### config.mk
export PLATFORM = sky130hd
export DESIGN_NAME = motor_starter_control
export DESIGN_NICKNAME = d
export VERILOG_FILES = /design/src/motor_starter_pkg.sv /design/src/dir_if.sv /design/src/lockout_timer.sv /design/src/direction_ctrl.sv /design/src/motor_starter_control.sv
export SDC_FILE = /design/constraint.sdc
export NUM_CORES = 1
export LEC_CHECK = 0
export BUFFER_PORTS_ARGS = -buffer_cell sky130_fd_sc_hd__buf_2
export CAP_MARGIN = 20
export CORE_UTILIZATION = 52
export DETAILED_ROUTE_END_ITERATION = 16
export PLACE_DENSITY_LB_ADDON = 0.25
export SETUP_SLACK_MARGIN = 0.15
export SLEW_MARGIN = 15
export SYNTH_ARGS = -nofsm -noshare
export SYNTH_HDL_FRONTEND = slang
export SYNTH_HIERARCHICAL = 1
export SYNTH_SLANG_ARGS = --single-unit
### constraint.sdc
create_clock -name clk_i -period 2.5 [get_ports clk_i]
set_input_delay 0.25 -clock clk_i [delete_from_list [all_inputs] [get_ports clk_i]]
set_output_delay 0.25 -clock clk_i [all_outputs]
set_load 0.05 [all_outputs]
### src/motor_starter_pkg.sv
// Package with mode codes, data bit positions and timing constants
package motor_starter_pkg;

  // Control function selection
  typedef enum logic [1:0] {
    MODE_OVERLOAD = 2'h0,
    MODE_DIRECT = 2'h1,
    MODE_REVERSING = 2'h2
  } ctrl_mode_t;

  // Fault output assignment
  typedef enum logic [1:0] {
    FOUT_NONE = 2'h0,
    FOUT_RELAY2 = 2'h1,
    FOUT_AUX3 = 2'h2
  } fault_out_sel_t;

  // Command byte 0 bit positions
  localparam int CMD_RUN_REV_BIT = 0;
  localparam int CMD_OFF_BIT = 1;
  localparam int CMD_RUN_FWD_BIT = 2;
  localparam int CMD_PREP_EMERG_BIT = 4;
  localparam int CMD_AUTO_BIT = 5;
  localparam int CMD_FAULT_RESET_BIT = 6;
  // Command byte 1 bit positions
  localparam int CMD_AUX_SUPPLY_BIT = 4;
  localparam int CMD_RELAY1_BIT = 6;
  localparam int CMD_RELAY2_BIT = 7;

  // Monitoring byte 0 bit positions
  localparam int MON_RUN_REV_BIT = 0;
  localparam int MON_OFF_BIT = 1;
  localparam int MON_RUN_FWD_BIT = 2;
  localparam int MON_OVERLOAD_WARN_BIT = 3;
  localparam int MON_LOCKOUT_BIT = 4;
  localparam int MON_LOCAL_BIT = 5;
  localparam int MON_FAULT_BIT = 6;
  localparam int MON_WARN_BIT = 7;
  // Monitoring byte 1: inputs start at this bit
  localparam int MON_DI_LSB = 2;

  // Digital input roles
  localparam int DI_CHECKBACK = 0;
  localparam int DI_START_REV = 3;
  localparam int DI_START_FWD = 4;
  localparam int DI_STOP = 5;

  // Timing
  localparam int CLK_PERIOD_NS = 4;
  localparam int CHECKBACK_TIME_US = 100;
  localparam int CHECKBACK_CYCLES = (CHECKBACK_TIME_US * 1000) / CLK_PERIOD_NS;
  localparam int LOCKOUT_WIDTH = 32;
  localparam logic [31:0] LOCKOUT_RESET = 32'h0000_0000;

  // Reset values
  localparam logic [7:0] BYTE_RESET = 8'h00;

endpackage : motor_starter_pkg

### src/dir_if.sv
// Interface carrying direction requests and grants between modules
interface dir_if;
  logic fwd_req; // Forward run requested
  logic rev_req; // Reverse run requested
  logic stop_req; // Stop requested
  logic fwd_on; // Forward contactor energised
  logic rev_on; // Reverse contactor energised
  logic lockout; // Reverse lockout active
  modport ctrl (input fwd_req, input rev_req, input stop_req,
                output fwd_on, output rev_on, output lockout);
  modport user (output fwd_req, output rev_req, output stop_req,
                input fwd_on, input rev_on, input lockout);
endinterface : dir_if

### src/lockout_timer.sv
// Reverse lockout timer counting after a direction is released
module lockout_timer #(
  parameter int WIDTH = 32 // Counter width
) (
  input wire logic clk_i, // System clock
  input wire logic rst_n_i, // Synchronised reset, active low
  input wire logic start_i, // Pulse: direction output released
  input wire logic [WIDTH-1:0] limit_i, // Lockout length in cycles
  output logic active_o // Lockout still running
);
  logic [WIDTH-1:0] count_reg; // Elapsed cycles
  logic run_reg; // Timer running
  logic done; // Limit reached

  assign done = (count_reg >= limit_i);
  assign active_o = run_reg & ~done;

  // Restart on each release, count until limit
  always_ff @(posedge clk_i or negedge rst_n_i) begin
    if (!rst_n_i) begin
      count_reg <= '0;
      run_reg <= 1'b0;
    end else if (start_i) begin
      count_reg <= '0;
      run_reg <= 1'b1;
    end else if (run_reg && !done) begin
      count_reg <= count_reg + 1'b1;
    end else begin
      run_reg <= 1'b0;
    end
  end
endmodule // lockout_timer

### src/direction_ctrl.sv
// Run direction state machine with interlock and lockout
module direction_ctrl #(
  parameter int WIDTH = 32 // Lockout counter width
) (
  input wire logic clk_i, // System clock
  input wire logic rst_n_i, // Synchronised reset, active low
  input wire logic reversing_i, // Reversing allowed
  input wire logic [WIDTH-1:0] lockout_cycles_i, // Lockout length
  dir_if.ctrl dir // Requests and contactor states
);
  typedef enum logic [1:0] {ST_OFF, ST_FWD, ST_REV} run_state_t;
  run_state_t state_reg; // Current direction
  run_state_t state_next; // Next direction
  logic last_rev_reg; // Previous run was reverse
  logic released; // A direction output drops at the next edge
  logic lock_act; // Lockout running

  lockout_timer #(.WIDTH(WIDTH)) u_timer (
    .clk_i(clk_i),
    .rst_n_i(rst_n_i),
    .start_i(released),
    .limit_i(lockout_cycles_i),
    .active_o(lock_act)
  );

  // Timer starts when running output is released
  assign released = (state_reg != ST_OFF) && (state_next == ST_OFF);

  // Next state: stop wins, opposite direction only after off + lockout
  always_comb begin
    state_next = state_reg;
    case (state_reg)
      ST_OFF: begin
        if (dir.stop_req) begin
          state_next = ST_OFF;
        end else if (dir.fwd_req && !dir.rev_req &&
                     (!last_rev_reg || !lock_act)) begin
          state_next = ST_FWD;
        end else if (reversing_i && dir.rev_req && !dir.fwd_req &&
                     (last_rev_reg || !lock_act)) begin
          state_next = ST_REV;
        end
      end
      ST_FWD: begin
        if (dir.stop_req) state_next = ST_OFF;
      end
      ST_REV: begin
        if (dir.stop_req || !reversing_i) state_next = ST_OFF;
      end
      default: state_next = ST_OFF;
    endcase
  end

  // State and last direction registers
  always_ff @(posedge clk_i or negedge rst_n_i) begin
    if (!rst_n_i) begin
      state_reg <= ST_OFF;
      last_rev_reg <= 1'b0;
    end else begin
      state_reg <= state_next;
      if (state_reg == ST_FWD) last_rev_reg <= 1'b0;
      if (state_reg == ST_REV) last_rev_reg <= 1'b1;
    end
  end

  // Exclusive outputs by construction
  assign dir.fwd_on = (state_reg == ST_FWD);
  assign dir.rev_on = (state_reg == ST_REV);
  assign dir.lockout = lock_act;
endmodule // direction_ctrl

### src/motor_starter_control.sv
// Top: motor starter control mapping command bits to relays and status
// Operation
// - Overload mode reports warning, fault, inputs
// - Command bits drive fault reset, relay2, aux
// - Fault output overrides its command bit
// - Direct mode drives main contactor on relay0
// - Optional checkback on input 0 supervised
// - Direct mode local start input4, stop input5
// - Optional fault output relay2 or aux3
// - Direct mode reports local, run, off bits
// - Direct commands auto, run, off; relay1 direct
// - Reversing: relay0 forward, relay1 reverse, exclusive
// - Reversing local starts inputs 3/4, stop 5
// - Opposite direction only after off plus lockout
// - Same direction restart without lockout wait
// - Overload mode: relay0 closed, fault swaps relays
// - Reversing run reverse bit0, lockout bit4
module motor_starter_control
  import motor_starter_pkg::*;
#(
  parameter int LOCKOUT_WIDTH_P = motor_starter_pkg::LOCKOUT_WIDTH, // Width
  parameter int CHECKBACK_CYCLES_P = motor_starter_pkg::CHECKBACK_CYCLES
) (
  input wire logic clk_i, // 250 MHz clock
  input wire logic arst_n_i, // Async reset, active low
  input wire motor_starter_pkg::ctrl_mode_t mode_i, // Control function
  input wire motor_starter_pkg::fault_out_sel_t fault_sel_i, // Fault out
  input wire logic checkback_en_i, // Use input 0 as checkback
  input wire logic local_en_i, // Allow local start/stop inputs
  input wire logic [LOCKOUT_WIDTH_P-1:0] lockout_cycles_i, // Lockout
  input wire logic ext_fault_i, // Fault from protection logic
  input wire logic warning_i, // Summary warning
  input wire logic overload_warn_i, // Overload warning
  input wire logic [7:0] cmd_byte0_i, // Fieldbus command byte 0
  input wire logic [7:0] cmd_byte1_i, // Fieldbus command byte 1
  input wire logic [5:0] dig_in_i, // Digital inputs 5..0
  output logic [7:0] mon_byte0_o, // Monitoring byte 0
  output logic [7:0] mon_byte1_o, // Monitoring byte 1
  output logic relay_out_0_o, // Relay output 0
  output logic relay_out_1_o, // Relay output 1
  output logic relay_out_2_o, // Relay output 2
  output logic aux_out_3_o, // Aux 24 V output 3
  output logic fault_o, // Fault state
  output logic prep_emerg_o // Prepare emergency start, from command
);
  import motor_starter_pkg::*;

  logic rst_sync1_reg; // Reset synchroniser stage 1
  logic rst_n; // Synchronised reset
  logic cb_fault_reg; // Checkback fault latched
  logic [31:0] cb_cnt_reg; // Checkback mismatch counter
  logic fault; // Combined fault
  logic starter; // Direct or reversing mode
  logic local_ctl; // Local control active
  logic loc_fwd; // Local forward start
  logic loc_rev; // Local reverse start
  logic loc_stop; // Local stop
  logic contactor_cmd; // Any contactor commanded
  logic cb_mismatch; // Checkback disagrees
  logic r0_next; // Relay 0 next
  logic r1_next; // Relay 1 next
  logic r2_next; // Relay 2 next
  logic a3_next; // Aux 3 next
  logic [7:0] mon0_next; // Monitoring byte 0 next
  logic [7:0] mon1_next; // Monitoring byte 1 next
  dir_if dir (); // Direction requests

  // Reset release through two flip-flops
  always_ff @(posedge clk_i or negedge arst_n_i) begin
    if (!arst_n_i) begin
      rst_sync1_reg <= 1'b0;
      rst_n <= 1'b0;
    end else begin
      rst_sync1_reg <= 1'b1;
      rst_n <= rst_sync1_reg;
    end
  end

  // Mode decoding and local station inputs
  assign starter = (mode_i == MODE_DIRECT) || (mode_i == MODE_REVERSING);
  assign local_ctl = starter && local_en_i &&
                     !cmd_byte0_i[CMD_AUTO_BIT];
  assign loc_fwd = local_ctl && dig_in_i[DI_START_FWD];
  assign loc_rev = local_ctl && (mode_i == MODE_REVERSING) &&
                   dig_in_i[DI_START_REV];
  assign loc_stop = starter && local_en_i && dig_in_i[DI_STOP];
  assign fault = ext_fault_i || cb_fault_reg;

  // Requests: off or fault stops; bus used in auto mode
  assign dir.stop_req = !starter || fault || loc_stop ||
                        cmd_byte0_i[CMD_OFF_BIT];
  assign dir.fwd_req = loc_fwd || (!local_ctl &&
                       cmd_byte0_i[CMD_RUN_FWD_BIT]);
  assign dir.rev_req = loc_rev || (!local_ctl &&
                       (mode_i == MODE_REVERSING) &&
                       cmd_byte0_i[CMD_RUN_REV_BIT]);

  direction_ctrl #(.WIDTH(LOCKOUT_WIDTH_P)) u_dir (
    .clk_i(clk_i),
    .rst_n_i(rst_n),
    .reversing_i(mode_i == MODE_REVERSING),
    .lockout_cycles_i(lockout_cycles_i),
    .dir(dir)
  );

  // Checkback compares input 0 to commanded contactor state
  assign contactor_cmd = dir.fwd_on || dir.rev_on;
  assign cb_mismatch = starter && checkback_en_i &&
                       (dig_in_i[DI_CHECKBACK] != contactor_cmd);

  // Mismatch must persist before a fault; reset clears unless set again
  always_ff @(posedge clk_i or negedge rst_n) begin
    if (!rst_n) begin
      cb_cnt_reg <= 32'h0000_0000;
      cb_fault_reg <= 1'b0;
    end else begin
      cb_cnt_reg <= cb_mismatch ? cb_cnt_reg + 32'h0000_0001
                                : 32'h0000_0000;
      if (cb_mismatch && cb_cnt_reg >= 32'(CHECKBACK_CYCLES_P))
        cb_fault_reg <= 1'b1;
      else if (cmd_byte0_i[CMD_FAULT_RESET_BIT])
        cb_fault_reg <= 1'b0;
    end
  end

  // Relay 0 and 1 selection by mode
  assign r0_next = (mode_i == MODE_OVERLOAD) ? !fault :
                   dir.fwd_on;
  assign r1_next = (mode_i == MODE_OVERLOAD) ? fault :
                   (mode_i == MODE_DIRECT) ?
                   cmd_byte1_i[CMD_RELAY1_BIT] :
                   dir.rev_on;
  // Fault output overrides the bus bit
  assign r2_next = (fault_sel_i == FOUT_RELAY2) ? fault :
                   cmd_byte1_i[CMD_RELAY2_BIT];
  assign a3_next = (fault_sel_i == FOUT_AUX3) ? fault :
                   cmd_byte1_i[CMD_AUX_SUPPLY_BIT];

  // Monitoring byte 0 packing
  always_comb begin
    mon0_next = BYTE_RESET;
    mon0_next[MON_WARN_BIT] = warning_i;
    mon0_next[MON_FAULT_BIT] = fault;
    mon0_next[MON_OVERLOAD_WARN_BIT] = overload_warn_i;
    if (starter) begin
      mon0_next[MON_LOCAL_BIT] = local_ctl;
      mon0_next[MON_RUN_FWD_BIT] = dir.fwd_on;
      mon0_next[MON_OFF_BIT] = !contactor_cmd;
    end
    if (mode_i == MODE_REVERSING) begin
      mon0_next[MON_RUN_REV_BIT] = dir.rev_on;
      mon0_next[MON_LOCKOUT_BIT] = dir.lockout;
    end
  end
  assign mon1_next = {dig_in_i, 2'b00};

  // Output registers
  always_ff @(posedge clk_i or negedge rst_n) begin
    if (!rst_n) begin
      relay_out_0_o <= 1'b0;
      relay_out_1_o <= 1'b0;
      relay_out_2_o <= 1'b0;
      aux_out_3_o <= 1'b0;
      mon_byte0_o <= BYTE_RESET;
      mon_byte1_o <= BYTE_RESET;
      fault_o <= 1'b0;
      prep_emerg_o <= 1'b0;
    end else begin
      relay_out_0_o <= r0_next;
      relay_out_1_o <= r1_next;
      relay_out_2_o <= r2_next;
      aux_out_3_o <= a3_next;
      mon_byte0_o <= mon0_next;
      mon_byte1_o <= mon1_next;
      fault_o <= fault;
      prep_emerg_o <= cmd_byte0_i[CMD_PREP_EMERG_BIT];
    end
  end
endmodule // motor_starter_control

## After elaboration in Yosys (flattened, before gate mapping)

Index checks and enable logic that the tools add are counted.

| word-level totals | value |
|---|---|
| logic and storage cells | 102 |
| memories kept | 0 |
| input port bits | 65 |
| bits in latches | 0 |
| register bits after elaboration | 91 |
| RAM bits | 0 |
| ROM bits | 0 |
| output and inout bits | 22 |

| operators by class | value |
|---|---|
| $add $sub $neg | 2 |
| reductions and logical operators | 48 |
| muxes and demuxes | 24 |
| magnitude comparators | 2 |
| equality and inequality tests | 8 |
| shift operators | 0 |
| bitwise logic cells | 2 |
| multipliers | 0 |
| div/mod/pow operators | 0 |

Operators with widths:

| operator | count |
|---|---|
| $mux 32 | 3 |
| $add 32x1->32 const B | 2 |
| $ge 32x15->1 const B | 1 |
| $ge 32x32->1 | 1 |
| $logic_and 1x1->1 | 19 |
| $mux 1 | 14 |
| $mux 2 | 6 |
| $logic_not 1->1 | 11 |
| $logic_or 1x1->1 | 11 |
| $reduce_bool 2->1 | 4 |
| $eq 2x1->1 const B | 3 |
| $eq 2x2->1 const B | 3 |
| $logic_not 2->1 | 3 |
| $pmux 2 s3 | 1 |
| $ne 2x1->1 const B | 1 |
| $and 1x1->1 | 1 |
| $ne 1x1->1 | 1 |
| $not 1->1 | 1 |

## Depth between registers and ports, before layout

Gate-level depths: netlist (run 1).

| logic depth | value |
|---|---|
| word-level depth | 18 |
| mapped depth | 14 |
| depth with buffers taken out | 12 |

## Modules after synthesis

The synthesis (run 1) kept the hierarchy.

Modules (own cells, without submodules):

| module | times used | sequential area each (µm²) | area an instance (µm²) | cells each |
|---|---|---|---|---|
| motor_starter_control | 1 | 1351.3 | 2666.3 | 253 |
| lockout_timer | 1 | 825.8 | 2642.5 | 312 |
| direction_ctrl | 1 | 75.1 | 241.5 | 29 |

## Least setup slack after synthesis (run 1)

OpenSTA, ideal clock, no wires.

| timing path | value |
|---|---|
| path kind | flip-flop to flip-flop |
| start | register u_dir.u_timer.count_reg[17] |
| end | register u_dir.state_reg[1] |
| required time | 2.377 ns |
| setup slack | -0.290 ns |
| clock period less this slack | 2.790 ns |
| stages on the path, launching flop included | 14 |
| arrival | 2.667 ns |
| setup time | 0.123 ns |
| buffers on the path | 2 |
| cells stage by stage | dfrtp_1 > ha_1 > a211oi_1 > o21bai_1 > a2111oi_2 > a21oi_1 > or3_1 > buf_2 > buf_4 > inv_1 > nand2b_1 > and4_1 > o21ai_1 > a21oi_1 |

| between the ends | value |
|---|---|
| longest elaborated chain between the ends | 10 |
| elaborated cells on any way between the ends | 12 |
| those cells by class | order compare (1); mux (4); bitwise (2); reduce/logical (5) |

RTL lines:

| item | RTL line | RTL |
|---|---|---|
| from (decl) | lockout_timer.sv:11 | `logic [WIDTH-1:0] count_reg;` |
| from (signal assigned) | lockout_timer.sv:27 | `count_reg <= count_reg + 1'b1;` |
| $ge 32x32->1 * | lockout_timer.sv:15 | `assign done = (count_reg >= limit_i);` |
| $not 1->1 * | lockout_timer.sv:16 | `assign active_o = run_reg & ~done;` |
| $and 1x1->1 * | lockout_timer.sv:16 |  |
| net dir.lockout | dir_if.sv:8 | `logic lockout;` |
| $logic_not 1->1 * | direction_ctrl.sv:37, direction_ctrl.sv:40 |  |
| $logic_or 1x1->1 | direction_ctrl.sv:40 | `(last_rev_reg \|\| !lock_act)) begin` |
| $logic_and 1x1->1 | direction_ctrl.sv:39 | `end else if (reversing_i && dir.rev_req && !dir.fwd_req &&` |
| $mux 2 | direction_ctrl.sv:39 |  |
| $mux 2 * | direction_ctrl.sv:36 | `end else if (dir.fwd_req && !dir.rev_req &&` |
| $mux 2 * | direction_ctrl.sv:34 | `if (dir.stop_req) begin` |
| $pmux 2 s3 * | direction_ctrl.sv:32 | `case (state_reg)` |
| net u_dir.state_next[1] | direction_ctrl.sv:13 | `run_state_t state_next;` |
| to (signal assigned) | direction_ctrl.sv:60 | `state_reg <= state_next;` |
| to (decl) | direction_ctrl.sv:12 | `run_state_t state_reg;` |

Mark *: on every way through the listed nets, which the timed path passes. The rest lies on a longest branch.
A chain may end at the register's enable or synchronous reset.

## Final worst setup path (run 1)

| timing path | value |
|---|---|
| start | register u_dir.u_timer.count_reg[18] |
| end | register u_dir.u_timer.count_reg[22] |

| between the ends | value |
|---|---|
| longest elaborated chain between the ends | 13 |
| elaborated cells on any way between the ends | 20 |
| those cells by class | add/sub (1); order compare (1); mux (6); bitwise (2); reduce/logical (10) |

RTL lines:

| item | RTL line | RTL |
|---|---|---|
| $ge 32x32->1 | lockout_timer.sv:15 |  |
| $not 1->1 | lockout_timer.sv:16 |  |
| $and 1x1->1 | lockout_timer.sv:16 |  |
| $logic_not 1->1 | direction_ctrl.sv:37, direction_ctrl.sv:40 |  |
| $logic_or 1x1->1 | direction_ctrl.sv:40 |  |
| $logic_and 1x1->1 | direction_ctrl.sv:39 |  |
| $mux 2 | direction_ctrl.sv:39 |  |
| $mux 2 | direction_ctrl.sv:36 |  |
| $mux 2 | direction_ctrl.sv:34 |  |
| $pmux 2 s3 | direction_ctrl.sv:32 |  |
| $logic_not 2->1 | direction_ctrl.sv:27 | `assign released = (state_reg != ST_OFF) && (state_next == ST_OFF);` |
| $logic_and 1x1->1 | direction_ctrl.sv:27 |  |
| $mux 32 or $reduce_bool 2->1 (tied branches) | n/a |  |

Several ways; a longest one is shown, not always the timed one. The select of a mux whose other input is x is not followed.

==> results of run 1 <==
==> final timing paths <==
check,depth (start not counted),from,endpoint
worst min-delay path,3,cmd_byte1_i[4],aux_out_3_o
worst max register to register,10,u_dir/u_timer/count_reg[18],u_dir/u_timer/count_reg[22]
worst min register to register,0,rst_n,cb_cnt_reg[14]
max in group asynchronous,1,rst_n,cb_cnt_reg[24]
min in group asynchronous,2,arst_n_i,rst_n
worst max-delay path,10,u_dir/u_timer/count_reg[18],u_dir/u_timer/count_reg[22]
==> Yosys cell counts, types with 2 or more instances <==
cell | instances | area, um^2
xnor2_1 | 10 | 87.6
dfrtp_1 | 90 | 2250
nor4_1 | 20 | 125
nor3_1 | 10 | 50.1
o311ai_0 | 4 | 35.0
nand3b_1 | 10 | 75.1
nand4_1 | 13 | 81.3
nor2b_1 | 4 | 25.0
nand3_1 | 24 | 120
and4_4 | 3 | 33.8
o21ba_2 | 2 | 20.0
or2b_1 | 5 | 37.5
a21oi_1 | 50 | 250
conb_1 | 2 | 7.51
a211oi_1 | 4 | 30.0
mux2i_1 | 10 | 100
a31oi_1 | 3 | 18.8
ha_1 | 42 | 526
inv_1 | 55 | 206
o2111ai_1 | 2 | 17.5
o21ai_0 | 24 | 120
o41ai_1 | 9 | 78.8
and4_1 | 5 | 43.8
and3_1 | 6 | 37.5
nand4_4 | 3 | 63.8
o211ai_1 | 2 | 15.0
or4_1 | 10 | 75.1
or3_1 | 16 | 100
buf_1 | 2 | 7.51
o31ai_1 | 10 | 75.1
clkbuf_1 | 4 | 15.0
o21bai_1 | 2 | 15.0
and2_1 | 6 | 37.5
nand2b_1 | 17 | 106
buf_2 | 7 | 35.0
buf_6 | 2 | 22.5
nor2_1 | 24 | 90.1
xor2_1 | 3 | 26.3
buf_4 | 7 | 52.6
and3_2 | 2 | 15.0
nand2_1 | 46 | 173
mux2_2 | 3 | 33.8
==> kinds of logic (layout without fill, tap and decap cells) <==
family                   after synthesis  in the layout  synth area share [%]
AO/OA/AOI/OAI                        122            122                  13.9
XOR/XNOR                              13             13                  2.05
adder cells (fa/ha/maj)               42             42                  9.47
buffers and inverters                 77            232                  6.11
flip-flops                            90             90                  40.6
multiplexers                          14             14                  2.61
other                                  2              3                 0.135
AND/OR/NAND/NOR                      234            234                  25.2
==> layer usage <==
| metal | global-route usage (%) | up-vias | wire length [um] |
|---|---|---|---|
| met5 | 0 | - | 0 |
| met4 | 9.56 | 0 | 312 |
| met1 | 30.4 | 2478 | 5900 |
| li1 | - | 2463 | - |
| met3 | 3.03 | 34 | 563 |
| met2 | 43.7 | 142 | 7310 |
==> cell type report <==
| class | instances | share of cell area, % |
|---|---|---|
| multi-input combinational | 428 | 45.7 |
| sequential | 90 | 30.7 |
| timing repair buffer | 161 | 15.4 |
| inverter | 55 | 2.88 |
| tap | 136 | 2.32 |
| clock buffer | 9 | 1.69 |
| clock inverter | 7 | 1.26 |
==> worst max-delay path: stages (launching register included) <==
cell	delay (ns)
dfrtp_1	0.41
ha_1	0.31
o21ai_2	0.13
o21bai_2	0.13
a2111oi_4	0.30
a21oi_2	0.12
or3_4	0.45
buf_12	0.17
buf_4	0.14
o41ai_4	0.32
a21oi_1	0.13
==> power breakdown <==
part           total [mW]  switching [mW]  internal (mW)
logic               0.849           0.490          0.359
clock network        1.09           0.604          0.491
registers            1.59          0.0611           1.53
==> repair_timing <==
| item | 4_1_cts | 5_1_grt |
|---|---|---|
| gates resized for setup | 22 | 49 |
| endpoints found under the hold margin | 10 | 1 |
| pin swaps | 2 | 10 |
| hold buffers | 9 | 1 |
| gates cloned | 0 | 1 |
| setup buffers | 3 | 11 |
| endpoints found under the setup margin | 35 | 36 |
==> metrics by stage <==
step                      util [%]  worst slack, ns  setup TNS (ns)
after floorplan                  -          -0.0363         -0.0363
after global placement        63.0           -0.118           -1.14
after detailed placement      63.0           -0.227           -3.37
after CTS                     67.3           -0.110           -1.02
after global routing          71.1           -0.335           -6.99
final                         71.1           -0.216           -3.84
==> results.yml, run 1 <==
timing:
  worst_slack_ns: -0.216
  holdWs_ns: 0.0777
  setup_viol: 31
  finClkSkew_ns: 0.0149
  slew_viol_final: 0
  fmax_mhz: 368
  max_slew_margin_pct: 48.8
  rsz0062_at_grt: "yes"
  worst_slew_pin_slew_ns: 0.765
  layout_min_cycle_time_ns: 2.72
  period_share_pct: 109
  hold_viol_final: 0
routing:
  wl_um: 14100
  firstDrtPassIters: 5
  post_drt_wl_per_cell_um: 15.9
  drtAntennaViolNets: 0
  vias: 5117
  drc: 0
  drt_iter0_markers: 257
  viasPerCell: 5.78
clocking:
  root_buffer: "clkbuf_8"
  tritoncts: "done"
  clk_latency_ns: 0.37
  clock_path_buffers: 2
  clock-sinks: 90
  cts_buffers: 9
  cts.htree.levels: 3
  path_clk_slew_ns: 0.11
finish:
  nFillCells: 751
  final_cell_mix: "dfrtp_1, buf_2, buf_4"
  seqCellArea_mm2: 0.00226
  area_growth_pct: 32.2
  fin_area_mm2: 0.00734
  n_antenna_cell: 0
  drive_gt1_share_pct: 32.9
  multi_input_area_mm2: 0.00336
  final_common_cell: "dfrtp_1"
  final_cell_count_no_fill: 886
  nets: 852
die:
  rows: 37
  fp.dieW_um: 105
  start_util_pct: 53.8
  num_io_pins: 87
  die_h_um: 105
  core_mm2: 0.0103
  die-area_mm2: 0.0111
global_routing:
  grt_max_degree: 46
  grt_pass1_vias: 4953
  grt_usage_pct: 24.6
  antenna_found_initial: 0
  grt_pass1_wl_um: 22000
  grt.overflow.total: 0
critical_path:
  required_ns: 2.75
  crit_fanout: 12
  r2r_setup_slack_ns: -0.22
  timing_worst_setup_path_type: "flop to flop"
  cp_data_arrival_time_ns: 2.97
  endpoint_kind: "flop"
  worst_setup_path_start_kind: "flop"
yosys:
  ys_async_sr_fraction_pct: 100
  yosys_warnings: 6
  synth_edf_count: 0
  synthDistinctLibCells: 63
  syn-cell-area_mm2: 0.00555
  synth_cells: 594
  synth_flop_cell: "dfrtp_1"
  synth-seq-cells: 90
  syn_avg_cell_area_um2: 9.34
  ys_seq_area_share_pct: 40.6
power:
  ir_worst_vdd_v: 0.000325
  power_leakage_nw: 3.34
  p_total_mw: 3.53
  powerDensity_mw_per_mm2: 482
outcome:
  status: "complete, but fails checks"
  failed_checks: "setup timing"
place:
  placed_cell_area_mm2: 0.00650
  dp_cells: 845
  dpl.hpwl_um: 9390
  gp_congestion: 0.863
  io_buffers: 77
hold_path:
  min_path_type: "input port to flop"
flow_run:
  cap_viol_max_count: 0
No activity file was read; power rests on OpenSTA's default activity.
==> run 2, diff against run 1 <==
--- a/config.mk
+++ b/config.mk
@@ -7,11 +7,10 @@
 export LEC_CHECK = 0
 export BUFFER_PORTS_ARGS = -buffer_cell sky130_fd_sc_hd__buf_2
 export CAP_MARGIN = 20
-export CORE_UTILIZATION = 52
+export CORE_UTILIZATION = 45
 export DETAILED_ROUTE_END_ITERATION = 16
 export PLACE_DENSITY_LB_ADDON = 0.25
 export SETUP_SLACK_MARGIN = 0.15
-export SLEW_MARGIN = 15
 export SYNTH_ARGS = -nofsm -noshare
 export SYNTH_HDL_FRONTEND = slang
 export SYNTH_HIERARCHICAL = 1
==> constraint.sdc (replaced) <==
create_clock -name clk_i -period 2.2 [get_ports clk_i]
set_input_delay 0.22 -clock clk_i [delete_from_list [all_inputs] [get_ports clk_i]]
set_output_delay 0.22 -clock clk_i [all_outputs]
set_load 0.05 [all_outputs]
==> run 2 against run 1 <==
The run still ends with setup timing left. Hold slack worse by 0.0068 ns. Via count up 1.2%. Sequential power up 13%. Non-clock buffer count up 18. Sequential share of layout area down 1.6 points. Maximum frequency about the same. First-iteration DRC count down 9.3%. Combinational power up 28%. Power up 23%.
==> results.yml, run 2 (same netlist as run 1, synthesis figures left out) <==
finish:
  final_cell_mix: "dfrtp_1, buf_4, buf_2"
  drive_gt1_share_pct: 37.2
  nets: 870
  area_growth_pct: 39.8
  final_cell_count_no_fill: 915
  nFillCells: 956
  n_antenna_cell: 0
  final_common_cell: "dfrtp_1"
critical_path:
  cp_data_arrival_time_ns: 3.00
  r2r_start: "u_dir/u_timer/count_reg[11]"
  required_ns: 2.49
  critPathMaxStageDelay_ns: 0.45
  worst_setup_path_start_kind: "flop"
  endpoint_kind: "flop"
  critical-path-top-delay-family: "simple AND/OR/NAND/NOR gates"
  cp_num_buf_inv: 2
  timing_worst_setup_path_type: "flop to flop"
  r2r_end: "u_dir/u_timer/count_reg[30]"
  crit_path_frequent_cell: "a21oi_2"
  r2r_setup_slack_ns: -0.52
  crit_chain: "ha_1, nand2_1, nor3_2, a2111oi_4, a21oi_2, or3_4, buf_8, buf_4, or4_4, a21oi_2"
  crit_fanout: 7
  reg2reg_depth: 10
  crit_slowest_cell: "or3_4"
die:
  die_h_um: 113
  fp.dieW_um: 113
  core_mm2: 0.0120
  rows: 40
  start_util_pct: 46.2
  num_io_pins: 87
  die-area_mm2: 0.0128
clocking:
  root_buffer: "clkbuf_16"
  clock-sinks: 90
  cts_buffers: 9
  tritoncts: "done"
  clock_path_buffers: 2
  cts.htree.levels: 3
  clk_latency_ns: 0.36
  path_clk_slew_ns: 0.07
place:
  io_buffers: 77
  dpl.hpwl_um: 10300
  gp_congestion: 0.867
  dp_cells: 874
routing:
  drc: 0
  wl_um: 15300
  firstDrtPassIters: 5
  drt_iter0_markers: 233
  viasPerCell: 5.66
  vias: 5178
  post_drt_wl_per_cell_um: 16.8
  drtAntennaViolNets: 0
timing:
  finClkSkew_ns: 0.0123
  rsz0062_at_grt: "yes"
  period_share_pct: 123
  hold_viol_final: 0
  slew_viol_final: 0
  layout_min_cycle_time_ns: 2.72
  worst_slack_ns: -0.516
  fmax_mhz: 368
  setup_viol: 36
global_routing:
  met1_usage_pct: 28.8
  gr-usage-met2_pct: 39.6
  grt_pass1_wl_um: 23500
  globalRouteMet3Util_pct: 3.96
  grt_max_degree: 36
  grt_pass1_vias: 5076
  antenna_found_initial: 0
  grt_usage_pct: 23.4
  grt.overflow.total: 0
  top_usage_layer: "met2"
power:
  power_switching_mw: 1.32
  clkPwrFrac_pct: 33.5
  ir_worst_vdd_v: 0.000343
  p_int_mw: 3.03
  powerDensity_mw_per_mm2: 561
  p_seq_share_pct: 41.4
  combPwrFrac_pct: 25.1
  p_total_mw: 4.35
  power_leakage_nw: 3.46
  p_sw_share_pct: 30.4
flow_run:
  cap_viol_max_count: 0
hold_path:
  min_from: "cmd_byte1_i[4]"
  hold_end: "aux_out_3_o"
  min_path_type: "input port to flop"
  min_path_cells: 3
outcome:
  failed_checks: "setup timing"
  status: "complete, but fails checks"
## run 2: cell count changes in the layout (fill, tap and decap cells not counted), moves of 3 or more
cell | before | now
clkbuf_1 | 0 | 3
o31ai_2 | 1 | 4
or3_4 | 6 | 2
buf_4 | 66 | 79
ha_4 | 5 | 11
buf_6 | 2 | 7
o41ai_1 | 6 | 3
clkbuf_16 | 1 | 10
or3_1 | 11 | 15
ha_1 | 36 | 28
o41ai_2 | 1 | 4
clkbuf_8 | 9 | 1
a21oi_2 | 17 | 21
a21oi_1 | 33 | 29
## run 2: per-layer routing
| metal | vias up | part of all wire, % | wire length [um] |
|---|---|---|---|
| li1 | 2481 | - | - |
| met1 | 2542 | 41 | 6240 |
| met2 | 108 | 52 | 8030 |
| met3 | 47 | 3.7 | 562 |
| met4 | 0 | 3.3 | 507 |
| met5 | - | 0 | 0 |
## run 2: through the flow
step           instance area (um^2)  worst slack, ns  hold WS (ns)  utilization, %  setup TNS, ns
2_1_floorplan                  5650           -0.336       -0.0756               -          -7.31
3_3_place_gp                   6660           -0.502        0.0114            55.4         -12.09
3_5_place_dp                   6660           -0.556        0.0135            55.4         -13.01
4_1_cts                        7310           -0.451        0.0656            60.8         -10.02
5_1_grt                        7760           -0.615        0.0799            64.6         -17.36
6_report                       7760           -0.516        0.0708            64.6         -13.61
## run 2: worst max-delay path by stage
stage	from	end	slack (ns)	cells after the start
floorplan	u_dir/u_timer/count_reg[13]	u_dir/state_reg[1]	-0.34	13
global placement	u_dir/u_timer/count_reg[5]	u_dir/u_timer/count_reg[30]	-0.50	8
detailed placement	u_dir/u_timer/count_reg[17]	u_dir/u_timer/count_reg[26]	-0.56	10
CTS	u_dir/u_timer/count_reg[0]	u_dir/u_timer/count_reg[19]	-0.45	10
global route	u_dir/u_timer/count_reg[28]	u_dir/u_timer/count_reg[30]	-0.61	10
finish	u_dir/u_timer/count_reg[11]	u_dir/u_timer/count_reg[30]	-0.52	10
## run 2: timing repair
action | CTS | global route
endpoints found under the hold margin | 11 | 0
endpoints found under the setup margin | 36 | 46
gates cloned | 0 | 1
hold buffers | 10 | 0
resized for setup | 41 | 61
pin swaps | 13 | 33
setup buffers | 4 | 10
## run 2: worst min-delay path: stages
cell	delay, ns
buf_2	0.07
nand2_1	0.03
o21ai_0	0.06
## run 2: power by group through the flow
stage,Clock [mW],Sequential (mW),Combinational (mW)
floorplan,0,1.93,0.404
global placement,0,1.83,0.853
detailed placement,0,1.83,0.887
CTS,1.49,1.80,0.987
global route,1.57,1.81,1.18
finish,1.46,1.80,1.09
## run 2: layout make-up
cell class                      instances  area [um^2]  share of cell area (%)
Tap cell                              147          184                    2.37
Clock buffer                           13          250                    3.23
Clock inverter                          3         23.8                   0.306
Inverter                               55          211                    2.73
Timing Repair Buffer                  179         1280                    16.5
Multi-Input combinational cell        428         3550                    45.8
Sequential cell                        90         2260                    29.1
